## config.mk

```make
export PLATFORM = sky130hd
export DESIGN_NAME = pmc_mode_config
export DESIGN_NICKNAME = d
export VERILOG_FILES = /design/src/rtl/pmc_pkg.sv /design/src/rtl/pmc_sync.sv /design/src/rtl/pmc_mode_config.sv
export SDC_FILE = /design/constraint.sdc
export NUM_CORES = 1
export LEC_CHECK = 0
export ABC_CLOCK_PERIOD_IN_PS = 4050
export BUFFER_PORTS_ARGS = -buffer_cell sky130_fd_sc_hd__buf_4
export CELL_PAD_IN_SITES_DETAIL_PLACEMENT = 0
export CELL_PAD_IN_SITES_GLOBAL_PLACEMENT = 2
export CORE_MARGIN = 2
export CORE_UTILIZATION = 43
export DETAILED_ROUTE_END_ITERATION = 8
export PLACE_DENSITY_LB_ADDON = 0.1
export SLEW_MARGIN = 20
export SYNTH_ARGS = -nofsm -noshare
export SYNTH_HDL_FRONTEND = slang
export SYNTH_SLANG_ARGS = --single-unit
```

## constraint.sdc

```tcl
create_clock -name clock_i -period 4.05 [get_ports clock_i]
set_clock_uncertainty 0.15 [all_clocks]
set_input_delay 0.6075 -clock clock_i [delete_from_list [all_inputs] [get_ports clock_i]]
set_output_delay 0.6075 -clock clock_i [all_outputs]
set_load 0.005 [all_outputs]
```

## src/rtl/pmc_pkg.sv

```systemverilog
package pmc_pkg;

	// ---------------------------------------------------------------
	// management register addresses and bit positions
	// ---------------------------------------------------------------
	localparam logic [4:0] REG_BASIC_MODE_CTRL = 5'h00;
	localparam logic [4:0] REG_TENBASE_CTRL    = 5'h18;
	localparam logic [4:0] REG_MODE_CONFIG     = 5'h19;
	localparam int         ISOLATE_BIT         = 10;
	localparam int         HEARTBEAT_OFF_BIT   = 7;
	localparam int         CFG_WIDTH           = 10;

	// ---------------------------------------------------------------
	// serial management frame figures
	// ---------------------------------------------------------------
	localparam logic [5:0] PREAMBLE_ONES = 6'h20;
	localparam logic [5:0] OP_LAST       = 6'h01;
	localparam logic [5:0] ADDR_LAST     = 6'h09;
	localparam logic [5:0] TA_LAST       = 6'h01;
	localparam logic [5:0] DATA_LAST     = 6'h0f;
	localparam logic [1:0] OP_READ       = 2'h2;
	localparam logic [1:0] OP_WRITE      = 2'h1;

	// cycles after reset release before straps are taken (sync depth + 1)
	localparam logic [1:0] STRAP_SETTLE  = 2'h3;

	// ---------------------------------------------------------------
	// types
	// ---------------------------------------------------------------
	typedef enum logic [1:0]
	{
		LAMP_NORMAL      = 2'h0,
		LAMP_RX_ONLY_CIM = 2'h1,
		LAMP_COMBO_CIM   = 2'h2,
		LAMP_COMBO_INTR  = 2'h3
	} pmc_lamp_t;

	// field order matches register bits 9:0
	typedef struct packed
	{
		logic      repeater;
		pmc_lamp_t activity_lamp_config;
		logic      duplex_lamp_config;
		logic      fiber_select;
		logic [4:0] station_addr_field;
	} pmc_cfg_t;

	localparam pmc_cfg_t CFG_RESET = '0;

	typedef struct packed
	{
		logic       repeater;
		logic       fiber;
		logic [4:0] station_addr_pins;
	} pmc_strap_t;

	typedef struct packed
	{
		logic rx_active;
		logic tx_active;
		logic full_duplex;
		logic speed100;
		logic polarity_rev;
		logic cim_status;
		logic intr;
	} pmc_link_t;

	typedef enum logic [2:0]
	{
		MG_PREAMBLE = 3'h0,
		MG_START    = 3'h1,
		MG_OPCODE   = 3'h2,
		MG_ADDRESS  = 3'h3,
		MG_TURN     = 3'h4,
		MG_DATA     = 3'h5
	} pmc_mgmt_t;

endpackage

```

## src/rtl/pmc_sync.sv

```systemverilog
`timescale 1ns/1ps
// two flop synchroniser for pins; first stage feeds only the second
module pmc_sync
	import pmc_pkg::*;
#(
	parameter int WIDTH = 1
)
(
	input  wire logic             clock_i,
	input  wire logic             nrst_i,
	input  wire logic [WIDTH-1:0] async_i,
	output logic      [WIDTH-1:0] sync_o
);

	logic [WIDTH-1:0] meta_reg;
	logic [WIDTH-1:0] sync_reg;

	// ---------------------------------------------------------------
	// two stages
	// ---------------------------------------------------------------
	always_ff @(posedge clock_i or negedge nrst_i)
	begin
		if (!nrst_i)
		begin
			meta_reg <= '0;
			sync_reg <= '0;
		end
		else
		begin
			meta_reg <= async_i;
			sync_reg <= meta_reg;
		end
	end

	assign sync_o = sync_reg;

endmodule

```

## src/rtl/pmc_mode_config.sv

```systemverilog
// Function
// [RULE1] repeater mode: carrier sense follows receive activity only
// [RULE2] node mode, half duplex: carrier sense on receive or transmit activity
// [RULE3] repeater mode at 100 Mb/s disables the carrier integrity check
// [RULE4] repeater mode forces heartbeat disable active
// [RULE5] repeater field loaded from strap at reset, writable afterwards
// [RULE6] lamp mode 11: rx lamp shows rx or tx, tx lamp shows interrupt
// [RULE7] lamp mode 10: rx lamp shows rx or tx, tx lamp shows integrity status
// [RULE8] lamp mode 01: rx lamp shows rx only, tx lamp shows integrity status
// [RULE9] lamp mode resets to 00: ordinary tx and rx activity lamps
// [RULE10] board must strap address bit 2 low when tx lamp shows integrity
// [RULE11] duplex lamp mode 1: polarity at 10 Mb/s, full duplex at 100 Mb/s
// [RULE12] duplex lamp mode 0 (reset): lamp shows full duplex always
// [RULE13] fiber select loaded from strap at reset, writable afterwards
// [RULE14] fiber mode drives far end fault enable and scrambler bypass
// [RULE15] software must disable auto-negotiation when enabling fiber mode
// [RULE16] station address pins captured at reset, field writable afterwards
// [RULE17] station address travels msb first, bit 4 leading
// [RULE18] captured all-zero address sets the isolate bit
// [RULE19] later zero address writes never isolate; only isolate writes do
// [RULE20] manager must know each station address to reach it
// [RULE21] heartbeat disable reads 1 in full duplex or repeater mode
`timescale 1ns/1ps
module pmc_mode_config
	import pmc_pkg::*;
(
	input  wire logic       clock_i,
	input  wire logic       nrst_i,
	input  wire logic       mdc_i,
	input  wire logic       mdio_i,
	input  wire logic       repeater_strap_i,
	input  wire logic       fiber_strap_i,
	input  wire logic [4:0] station_addr_pins_i,
	input  wire logic       rx_active_i,
	input  wire logic       tx_active_i,
	input  wire logic       full_duplex_i,
	input  wire logic       speed100_i,
	input  wire logic       polarity_rev_i,
	input  wire logic       cim_status_i,
	input  wire logic       intr_i,
	output logic            mdio_o,
	output logic            mdio_oe_o,
	output logic            crs_o,
	output logic            rx_activity_lamp_o,
	output logic            tx_activity_lamp_o,
	output logic            duplex_polarity_lamp_o,
	output logic            carrier_integrity_check_o,
	output logic            heartbeat_off_o,
	output logic            far_end_fault_on_o,
	output logic            scrambler_bypass_o,
	output logic            isolate_o
);

	// ---------------------------------------------------------------
	// pin synchronisers
	// ---------------------------------------------------------------
	pmc_strap_t strap_raw;
	pmc_strap_t strap_s;
	logic       mdc_s;
	logic       mdio_s;
	pmc_link_t  link;

	assign strap_raw = '{repeater: repeater_strap_i, fiber: fiber_strap_i,
		station_addr_pins: station_addr_pins_i};

	pmc_sync #(.WIDTH(9)) u_sync
	(
		.clock_i (clock_i),
		.nrst_i  (nrst_i),
		.async_i ({mdc_i, mdio_i, strap_raw}),
		.sync_o  ({mdc_s, mdio_s, strap_s})
	);

	// link status comes from logic on this clock, so no sync
	assign link = '{rx_active: rx_active_i, tx_active: tx_active_i,
		full_duplex: full_duplex_i, speed100: speed100_i,
		polarity_rev: polarity_rev_i, cim_status: cim_status_i, intr: intr_i};

	// ---------------------------------------------------------------
	// state declarations
	// ---------------------------------------------------------------
	pmc_cfg_t   cfg_reg,      cfg_next;
	logic       isolate_reg,  isolate_next;
	logic       hb_reg,       hb_next;
	logic [1:0] settle_reg,   settle_next;
	logic       done_reg,     done_next;
	pmc_mgmt_t  state_reg,    state_next;
	logic [5:0] cnt_reg,      cnt_next;
	logic [1:0] op_reg,       op_next;
	logic [9:0] addr_reg,     addr_next;
	logic [15:0] data_reg,    data_next;
	logic       hit_reg,      hit_next;
	logic       mdc_d_reg;
	logic       mdio_o_reg,   mdio_o_next;
	logic       mdio_oe_reg,  mdio_oe_next;
	logic       mdc_rise;
	logic       capture;
	logic       wr_commit;
	logic       hb_view;

	assign mdc_rise = mdc_s & ~mdc_d_reg;
	assign capture  = ~done_reg & (settle_reg == STRAP_SETTLE);

	// heartbeat disable as seen by software and the 10 Mb/s logic
	assign hb_view = hb_reg | link.full_duplex | cfg_reg.repeater; // [RULE4] [RULE21]

	// read image of the three registers this block answers for
	function automatic logic [15:0] read_word(input logic [4:0] regad,
		input pmc_cfg_t cfg, input logic iso, input logic hb);
		logic [15:0] w;
		w = '0;
		unique case (regad)
			REG_MODE_CONFIG:     w[CFG_WIDTH-1:0] = cfg;
			REG_BASIC_MODE_CTRL: w[ISOLATE_BIT] = iso;
			REG_TENBASE_CTRL:    w[HEARTBEAT_OFF_BIT] = hb;
			default:             w = '0;
		endcase
		return w;
	endfunction

	// ---------------------------------------------------------------
	// management frame engine: preamble, start, op, addresses, data
	// ---------------------------------------------------------------
	// preamble suppression is not supported: every frame needs 32 ones
	always_comb
	begin
		state_next   = state_reg;
		cnt_next     = cnt_reg;
		op_next      = op_reg;
		addr_next    = addr_reg;
		data_next    = data_reg;
		hit_next     = hit_reg;
		mdio_o_next  = mdio_o_reg;
		mdio_oe_next = mdio_oe_reg;
		wr_commit    = 1'b0;
		if (mdc_rise)
		begin
			unique case (state_reg)
				MG_PREAMBLE:
				begin
					mdio_oe_next = 1'b0;
					if (mdio_s)
						cnt_next = (cnt_reg == PREAMBLE_ONES) ? cnt_reg : cnt_reg + 6'h01;
					else if (cnt_reg == PREAMBLE_ONES)
					begin
						state_next = MG_START;
						cnt_next   = '0;
					end
					else
						cnt_next = '0;
				end
				MG_START:
				begin
					state_next = mdio_s ? MG_OPCODE : MG_PREAMBLE;
					cnt_next   = '0;
				end
				MG_OPCODE:
				begin
					op_next  = {op_reg[0], mdio_s};
					cnt_next = cnt_reg + 6'h01;
					if (cnt_reg == OP_LAST)
					begin
						state_next = MG_ADDRESS;
						cnt_next   = '0;
					end
				end
				MG_ADDRESS:
				begin
					// station address arrives msb first, bit 4 leading
					addr_next = {addr_reg[8:0], mdio_s}; // [RULE17]
					cnt_next  = cnt_reg + 6'h01;
					if (cnt_reg == ADDR_LAST)
					begin
						state_next = MG_TURN;
						cnt_next   = '0;
						hit_next   = (addr_next[9:5] == cfg_reg.station_addr_field) &&
							((op_reg == OP_READ) || (op_reg == OP_WRITE));
						data_next  = read_word(addr_next[4:0], cfg_reg, isolate_reg, hb_view);
					end
				end
				MG_TURN:
				begin
					cnt_next = cnt_reg + 6'h01;
					// first turnaround bit left floating, second driven low
					if (hit_reg && (op_reg == OP_READ) && (cnt_reg == '0))
					begin
						mdio_oe_next = 1'b1;
						mdio_o_next  = 1'b0;
					end
					if (cnt_reg == TA_LAST)
					begin
						state_next = MG_DATA;
						cnt_next   = '0;
						if (hit_reg && (op_reg == OP_READ))
						begin
							mdio_o_next = data_reg[15];
							data_next   = {data_reg[14:0], 1'b0};
						end
					end
				end
				MG_DATA:
				begin
					cnt_next = cnt_reg + 6'h01;
					if (op_reg == OP_READ)
					begin
						mdio_o_next = data_reg[15];
						data_next   = {data_reg[14:0], 1'b0};
					end
					else
						data_next = {data_reg[14:0], mdio_s};
					if (cnt_reg == DATA_LAST)
					begin
						state_next   = MG_PREAMBLE;
						cnt_next     = '0;
						mdio_oe_next = 1'b0;
						wr_commit    = hit_reg && (op_reg == OP_WRITE);
					end
				end
				default:
				begin
					state_next   = MG_PREAMBLE;
					cnt_next     = '0;
					mdio_oe_next = 1'b0;
				end
			endcase
		end
	end

	always_ff @(posedge clock_i or negedge nrst_i)
	begin
		if (!nrst_i)
		begin
			state_reg   <= MG_PREAMBLE;
			cnt_reg     <= '0;
			op_reg      <= '0;
			addr_reg    <= '0;
			data_reg    <= '0;
			hit_reg     <= 1'b0;
			mdc_d_reg   <= 1'b0;
			mdio_o_reg  <= 1'b0;
			mdio_oe_reg <= 1'b0;
		end
		else
		begin
			state_reg   <= state_next;
			cnt_reg     <= cnt_next;
			op_reg      <= op_next;
			addr_reg    <= addr_next;
			data_reg    <= data_next;
			hit_reg     <= hit_next;
			mdc_d_reg   <= mdc_s;
			mdio_o_reg  <= mdio_o_next;
			mdio_oe_reg <= mdio_oe_next;
		end
	end

	// ---------------------------------------------------------------
	// register file: strap capture and software writes
	// ---------------------------------------------------------------
	// straps are taken a few cycles after release, once synchronised;
	// writes before that are dropped so the strap value cannot be lost
	always_comb
	begin
		cfg_next     = cfg_reg;
		isolate_next = isolate_reg;
		hb_next      = hb_reg;
		settle_next  = settle_reg;
		done_next    = done_reg;
		if (!done_reg)
			settle_next = settle_reg + 2'h1;
		if (capture)
		begin
			done_next                     = 1'b1;
			cfg_next.repeater             = strap_s.repeater; // [RULE5]
			cfg_next.fiber_select         = strap_s.fiber; // [RULE13]
			cfg_next.station_addr_field   = strap_s.station_addr_pins; // [RULE16]
			cfg_next.activity_lamp_config = LAMP_NORMAL; // [RULE9]
			cfg_next.duplex_lamp_config   = 1'b0; // [RULE12]
			isolate_next = (strap_s.station_addr_pins == 5'h00); // [RULE18]
		end
		else if (wr_commit && done_reg)
		begin
			// a zero address written here leaves isolation alone
			unique case (addr_reg[4:0])
				REG_MODE_CONFIG:     cfg_next = pmc_cfg_t'(data_next[CFG_WIDTH-1:0]); // [RULE19]
				REG_BASIC_MODE_CTRL: isolate_next = data_next[ISOLATE_BIT]; // [RULE19]
				REG_TENBASE_CTRL:    hb_next = data_next[HEARTBEAT_OFF_BIT];
				default:             cfg_next = cfg_reg;
			endcase
		end
	end

	always_ff @(posedge clock_i or negedge nrst_i)
	begin
		if (!nrst_i)
		begin
			cfg_reg     <= CFG_RESET;
			isolate_reg <= 1'b0;
			hb_reg      <= 1'b0;
			settle_reg  <= '0;
			done_reg    <= 1'b0;
		end
		else
		begin
			cfg_reg     <= cfg_next;
			isolate_reg <= isolate_next;
			hb_reg      <= hb_next;
			settle_reg  <= settle_next;
			done_reg    <= done_next;
		end
	end

	// ---------------------------------------------------------------
	// carrier sense, lamps and internal mode outputs
	// ---------------------------------------------------------------
	logic crs_next;
	logic rx_lamp_next;
	logic tx_lamp_next;
	logic dup_lamp_next;
	logic cim_next;
	logic fiber_next;
	logic any_activity;

	assign any_activity = link.rx_active | link.tx_active;

	always_comb
	begin
		if (cfg_reg.repeater)
			crs_next = link.rx_active; // [RULE1]
		else if (link.full_duplex)
			crs_next = link.rx_active;
		else
			crs_next = any_activity; // [RULE2]
		cim_next = ~(cfg_reg.repeater & link.speed100); // [RULE3]
		unique case (cfg_reg.activity_lamp_config)
			LAMP_NORMAL:
			begin
				rx_lamp_next = link.rx_active; // [RULE9]
				tx_lamp_next = link.tx_active; // [RULE9]
			end
			LAMP_RX_ONLY_CIM:
			begin
				rx_lamp_next = link.rx_active; // [RULE8]
				tx_lamp_next = link.cim_status; // [RULE8]
			end
			LAMP_COMBO_CIM:
			begin
				rx_lamp_next = any_activity; // [RULE7]
				tx_lamp_next = link.cim_status; // [RULE7]
			end
			LAMP_COMBO_INTR:
			begin
				rx_lamp_next = any_activity; // [RULE6]
				tx_lamp_next = link.intr; // [RULE6]
			end
		endcase
		if (cfg_reg.duplex_lamp_config)
			dup_lamp_next = link.speed100 ? link.full_duplex : link.polarity_rev; // [RULE11]
		else
			dup_lamp_next = link.full_duplex; // [RULE12]
		fiber_next = cfg_reg.fiber_select; // [RULE14]
	end

	always_ff @(posedge clock_i or negedge nrst_i)
	begin
		if (!nrst_i)
		begin
			crs_o                     <= 1'b0;
			rx_activity_lamp_o        <= 1'b0;
			tx_activity_lamp_o        <= 1'b0;
			duplex_polarity_lamp_o    <= 1'b0;
			carrier_integrity_check_o <= 1'b0;
			heartbeat_off_o           <= 1'b0;
			far_end_fault_on_o        <= 1'b0;
			scrambler_bypass_o        <= 1'b0;
			isolate_o                 <= 1'b0;
		end
		else
		begin
			crs_o                     <= crs_next;
			rx_activity_lamp_o        <= rx_lamp_next;
			tx_activity_lamp_o        <= tx_lamp_next;
			duplex_polarity_lamp_o    <= dup_lamp_next;
			carrier_integrity_check_o <= cim_next;
			heartbeat_off_o           <= hb_view;
			far_end_fault_on_o        <= fiber_next;
			scrambler_bypass_o        <= fiber_next;
			isolate_o                 <= isolate_reg;
		end
	end

	assign mdio_o    = mdio_o_reg;
	assign mdio_oe_o = mdio_oe_reg;
endmodule

```

After elaboration in Yosys (flattened, before gate mapping)
Index checks and enable logic that the tools add are counted.
Storage, ports and cells
  register bits after elaboration: 81
Cells by class
  add/subtract/negate cells: 2
  equality and inequality tests: 30
  muxes and demuxes: 47
  bitwise gates (word level): 11
  reduce and logical (&&, ||, !) cells: 33
Operators with widths (number)
  16-bit 2-to-1 mux: 3
  16-bit case mux with 3 select lines: 1
  10-bit 2-to-1 mux: 3
  6-bit 2-to-1 mux: 5
  6-bit case mux with 4 select lines: 1
  5-bit equality test, second input constant: 4
  1-bit 2-to-1 mux: 18
  3-bit 2-to-1 mux: 6
  2-bit != test, second input constant: 9
  3-bit case mux with 6 select lines: 1
  5-bit zero test: 3
  6-bit by 4-bit equality test with 1-bit output, second input constant: 2
  11-bit 2-to-1 mux: 1
  2-bit AND reduction: 5
  3-bit AND reduction: 3
  2-bit equality test, second input constant: 4
  2-bit nonzero test: 4
  2-bit OR reduction: 4
  7-bit 2-to-1 mux: 1
  7-bit AND reduction: 1
  6-bit by 1-bit adder with 6-bit output, second input constant: 1
  3-bit by 2-bit equality test with 1-bit output, second input constant: 2
  3-bit equality test, second input constant: 2
  6-bit by 1-bit equality test with 1-bit output, second input constant: 1
  other kinds (21): 38

Longest topological paths before layout
  word-level depth: 9
  mapped depth: 8
  mapped depth without buffers: 7

Cells and area by module
A second synthesis with hierarchy kept.
Second synthesis, totals
  cells, all modules: 337
  area total of the unflattened synthesis: 3691.0 um^2
Modules (own cells, without submodules)
  pmc_mode_config: instances 1, cells an instance 319, area each 3240.6 um^2, sequential area each 1576.5 um^2
  pmc_sync: instances 1, cells an instance 18, area each 450.4 um^2, sequential area each 450.4 um^2

Least setup slack after synthesis
OpenSTA, ideal clock, no wires.
  path kind: register to register
  start: reg cnt_reg[1]
  end: reg cfg_reg[7] in the netlist's numbering
  arrival: 2.090 ns
  path slack: 1.685 ns
  stages on the path, launching flop included: 8
  path buffers: 0
  period minus slack after synthesis: 2.365 ns
  cell sequence: dfrtp_1 > inv_1 > ha_1 > nor4b_4 > nand2b_1 > a221o_1 > a221o_1 > mux2_2
Between the ends
  word-level cells in the longest chain between the ends: 7
RTL lines
  start: declaration: line pmc_mode_config.sv:88  | logic [5:0] cnt_reg, cnt_next;
  start signal: assignment: line pmc_mode_config.sv:246  | cnt_reg <= cnt_next;
  6-bit by 1-bit equality test with 1-bit output / 6-bit by 4-bit equality test with 1-bit output (equally long branches): line pmc_mode_config.sv:190, pmc_mode_config.sv:172
  16-bit 2-to-1 mux (on tied branches): line pmc_mode_config.sv:190, pmc_mode_config.sv:172
  16-bit case mux with 3 select lines (*): line pmc_mode_config.sv:138  | unique case (state_reg)
  11-bit 2-to-1 mux (*): line pmc_mode_config.sv:136  | if (mdc_rise)
  via data_next[7]: line pmc_mode_config.sv:91  | logic [15:0] data_reg, data_next;
  10-bit 2-to-1 mux (*): line pmc_mode_config.sv:284  | unique case (addr_reg[4:0])
  10-bit 2-to-1 mux (*): line pmc_mode_config.sv:281  | else if (wr_commit && done_reg)
  10-bit 2-to-1 mux (*): line pmc_mode_config.sv:271  | if (capture)
  end signal: assignment: line pmc_mode_config.sv:305  | cfg_reg <= cfg_next;
  end: declaration: line pmc_mode_config.sv:82  | pmc_cfg_t cfg_reg, cfg_next;
Mark *: on every way through the listed nets, which the timed path passes. The rest lies on a longest branch. The select of a mux whose other input is x is not followed.
A chain may end at the register's enable or synchronous reset.

Final worst setup path
Ends and elaborated chain as after synthesis.

==> impl_metrics.py <==
metrics = {
    "status": {
        "status": "finished clean",
    },
    "detailed_routing": {
        "drt_pre_antenna_iters": 5,
        "route.detailed.wl_per_inst_um": 16.1,
        "routed-via-count": 2545,
        "detail_route.drc_violations": 0,
        "dr.max_layer_used": "met4",
        "antenna_violating_nets_post_route": 0,
        "wl_met3_um": 356,
        "routed_wl_um": 7440,
        "met1Wirelength_um": 3790,
        "first_iter_violations": 167,
        "met2_length_um": 3150,
        "avgViaCountPerCell": 5.50,
    },
    "yosys": {
        "ys_ff_latch": 81,
        "synth-warning-count": 0,
        "synth_enable_flop_cells": 0,
        "syn_nets": 352,
        "mappedNetlistArea_um2": 3630,
        "post_synth_inst_count": 325,
        "yosys_most_used_dff": "sky130_fd_sc_hd__dfrtp_1",
        "synth_cell_types": 51,
        "ys_async_sr_fraction_pct": 100,
        "register_area_share_after_synthesis_pct": 55.8,
        "syn_avg_cell_area_um2": 11.2,
    },
    "setup_path": {
        "critical_path_arrival_ps": 2980,
        "crit_path_max_fanout": 15,
        "r2r-start": "cnt_reg[1]",
        "worst-setup-path-type": "reg2reg",
        "worst_setup_path_end_kind": "flop",
        "setup.worst_path.start_class": "flop",
        "cp_data_required_time_ps": 4130,
        "worstSetupStartpoint": "cnt_reg[1]",
    },
    "global_route": {
        "globalRouteOverflowTotal": 0,
        "grt_pass1_vias": 2396,
        "antenna_found_initial": 0,
        "globalRouteTotalUtil_pct": 18.3,
        "maximum_number_of_pins_on_one_net_before_global_route_repair": 82,
        "grt_pass1_wl_um": 12500,
    },
    "cells_and_area": {
        "post_route_cells_drive_above_1_share_pct": 18.7,
        "final_cell_area_um2": 4160,
        "largest_register_ffs": 16,
        "antenna_cells_inserted": 0,
        "area_delta_synth_final_pct": 14.5,
        "filler_cell_count": 751,
        "finish.utilization_pct": 50.6,
        "final_nets": 381,
    },
    "clocking": {
        "cts_tree": "done",
        "cts.path.max_buffers": 2,
        "clockRootBuffer": "sky130_fd_sc_hd__clkbuf_8",
        "post_cts.repair.setup_buffers": 0,
        "cts-buffers-inserted": 9,
        "clk_pin_slew_worst_paths_ps": 80,
        "htreeDepth": 3,
        "cts_resized": 0,
        "cts-hold-fix-buffers": 0,
        "clock_sink_count": 81,
        "clk_latency_ps": 350,
    },
    "timing": {
        "grt_setup_unrepaired": "no",
        "max-slew-margin-rel_pct": 48.8,
        "worst-slew-pin-transition_ps": 765,
        "setup_viol": 0,
        "totalNegativeSetupSlack_ps": 0,
        "min_period_over_period_pct": 71.5,
        "drv_slew": 0,
        "postLayoutSetupSlackWorst_ps": 1160,
        "timing.fmax_mhz": 345,
        "final-hold-violation-count": 0,
        "finalWorstPathRequiredPeriod_ps": 2890,
    },
    "place": {
        "place.gp.congestion": 0.784,
        "dpl_cell_area_um2": 3940,
        "io_buffers": 28,
        "preCtsSetupSlack_ps": 1210,
        "dpl.hpwl_um": 5150,
    },
    "floorplanning": {
        "floorplan.initialDensity_pct": 44.2,
        "row_count": 33,
        "coreArea_um2": 8220,
        "die_height_um": 95.9,
        "design.die.area_um2": 9200,
        "num_io_pins": 29,
        "die_w_um": 95.9,
    },
    "power_and_ir_drop": {
        "total_leakage_power_nw": 1.92,
        "vdd_drop_max_uv": 184,
        "sw_frac_of_total_pct": 23.6,
        "power_per_cell_area_nw_per_um2": 387,
        "power.sequential.fraction_pct": 53.0,
        "p_switching_uw": 380,
        "finalPower_mw": 1.61,
        "power_frac_comb_pct": 7.2,
        "internal_power_mw": 1.23,
        "power.clock.fraction_pct": 39.9,
    },
    "hold_path": {
        "hold_path_class": "in2async",
    },
    "flow_run": {
        "maxCapViolCount": 0,
    },
}
## Yosys cell counts, types with 3 or more instances
library cell | instances | area [µm²]
sky130_fd_sc_hd__a21o_1 | 10 | 75.1
sky130_fd_sc_hd__a21oi_1 | 5 | 25.0
sky130_fd_sc_hd__a221o_1 | 4 | 40.0
sky130_fd_sc_hd__a22o_1 | 15 | 131
sky130_fd_sc_hd__a22oi_1 | 9 | 67.6
sky130_fd_sc_hd__a31oi_1 | 3 | 18.8
sky130_fd_sc_hd__and3_1 | 3 | 18.8
sky130_fd_sc_hd__buf_2 | 3 | 15.0
sky130_fd_sc_hd__clkbuf_1 | 7 | 26.3
sky130_fd_sc_hd__dfrtp_1 | 81 | 2030
sky130_fd_sc_hd__ha_1 | 9 | 113
sky130_fd_sc_hd__inv_1 | 13 | 48.8
sky130_fd_sc_hd__mux2_2 | 15 | 169
sky130_fd_sc_hd__nand2_1 | 35 | 131
sky130_fd_sc_hd__nand2b_1 | 8 | 50.1
sky130_fd_sc_hd__nand3_1 | 6 | 30.0
sky130_fd_sc_hd__nand4_1 | 5 | 31.3
sky130_fd_sc_hd__nor2_1 | 19 | 71.3
sky130_fd_sc_hd__nor2b_1 | 6 | 37.5
sky130_fd_sc_hd__nor3_1 | 9 | 45.0
sky130_fd_sc_hd__nor4b_1 | 3 | 26.3
sky130_fd_sc_hd__o21ai_0 | 19 | 95.1
sky130_fd_sc_hd__xnor2_1 | 6 | 52.6
## layer usage
layer / track usage (%) / up-vias
met5: 0 / -
li1: - / 1226
met1: 28.1 / 1243
met4: 7.98 / 0
met2: 24.9 / 64
met3: 3.37 / 12
## power by group through the flow
stage               logic [mW]  clock network, mW  registers, mW
finish                   0.115              0.642          0.852
CTS                      0.116              0.662          0.852
detailed placement       0.115                  0          0.869
global route             0.132              0.701          0.857
floorplan               0.0656                  0          0.862
global placement         0.113                  0          0.868
## per-stage QoR
step / instances / hold WS (ps)
3_3_place_gp: 448 / 181
2_1_floorplan: 325 / 162
6_report: 463 / 120
3_5_place_dp: 448 / 185
4_1_cts: 463 / 193
5_1_grt: 463 / 185
## placed cells by master, fill, tap and decap left out, types with 3 or more instances in the layout
cell type,synthesis,layout
sky130_fd_sc_hd__buf_4,1,29
sky130_fd_sc_hd__nor4b_1,3,3
sky130_fd_sc_hd__ha_1,9,9
sky130_fd_sc_hd__clkbuf_8,0,9
sky130_fd_sc_hd__a21oi_1,5,5
sky130_fd_sc_hd__a22oi_1,9,9
sky130_fd_sc_hd__and3_1,3,3
sky130_fd_sc_hd__inv_1,13,13
sky130_fd_sc_hd__nand2b_1,8,8
sky130_fd_sc_hd__a31oi_1,3,3
sky130_fd_sc_hd__nand4_1,5,5
sky130_fd_sc_hd__nor2_1,19,19
sky130_fd_sc_hd__nor3_1,9,9
sky130_fd_sc_hd__nor2b_1,6,6
sky130_fd_sc_hd__xnor2_1,6,6
sky130_fd_sc_hd__clkinv_4,0,3
sky130_fd_sc_hd__a22o_1,15,15
sky130_fd_sc_hd__o21ai_0,19,19
sky130_fd_sc_hd__a221o_1,4,4
sky130_fd_sc_hd__a21o_1,10,10
sky130_fd_sc_hd__nand2_1,35,35
sky130_fd_sc_hd__nand3_1,6,6
sky130_fd_sc_hd__mux2_2,15,15
sky130_fd_sc_hd__dfrtp_1,81,81
## layout make-up
| class | count | area, µm² | area share, % |
|---|---|---|---|
| flip-flops and latches | 81 | 2030 | 48.8 |
| inverters | 13 | 48.8 | 1.17 |
| clock buffers | 9 | 124 | 2.98 |
| repair buffers | 30 | 229 | 5.51 |
| clock inverters | 6 | 93.8 | 2.26 |
| multi-input cells | 219 | 1500 | 36.2 |
| well taps | 105 | 131 | 3.16 |
## worst paths after layout
check,endpoint,depth (start not counted),slack [ps]
max,cfg_reg[7],7,1160
min,cnt_reg[3],1,120
max reg2reg,cfg_reg[7],7,1160
min reg2reg,u_sync.sync_o[2],0,200
max in group asynchronous,mdc_d_reg,1,3110
min in group clock_i,u_sync.sync_o[2],0,200
## kinds of logic after synthesis
group / synth area share (%)
adder cells (fa/ha/maj): 3.10
buffers and inverters: 2.79
multiplexers: 4.65
AO/OA/AOI/OAI: 16.3
flip-flops: 55.8
XOR/XNOR: 1.69
AND/OR/NAND/NOR: 15.7
## worst max-delay path, stage by stage (launching register included)
cell and delay, ps:
sky130_fd_sc_hd__dfrtp_1 400, sky130_fd_sc_hd__inv_1 130, sky130_fd_sc_hd__ha_1 250, sky130_fd_sc_hd__nor4b_4 440, sky130_fd_sc_hd__nand2b_1 110, sky130_fd_sc_hd__a221o_1 560
sky130_fd_sc_hd__a221o_1 460, sky130_fd_sc_hd__mux2_2 280
Note: power is estimated with default switching activity, not from simulation.
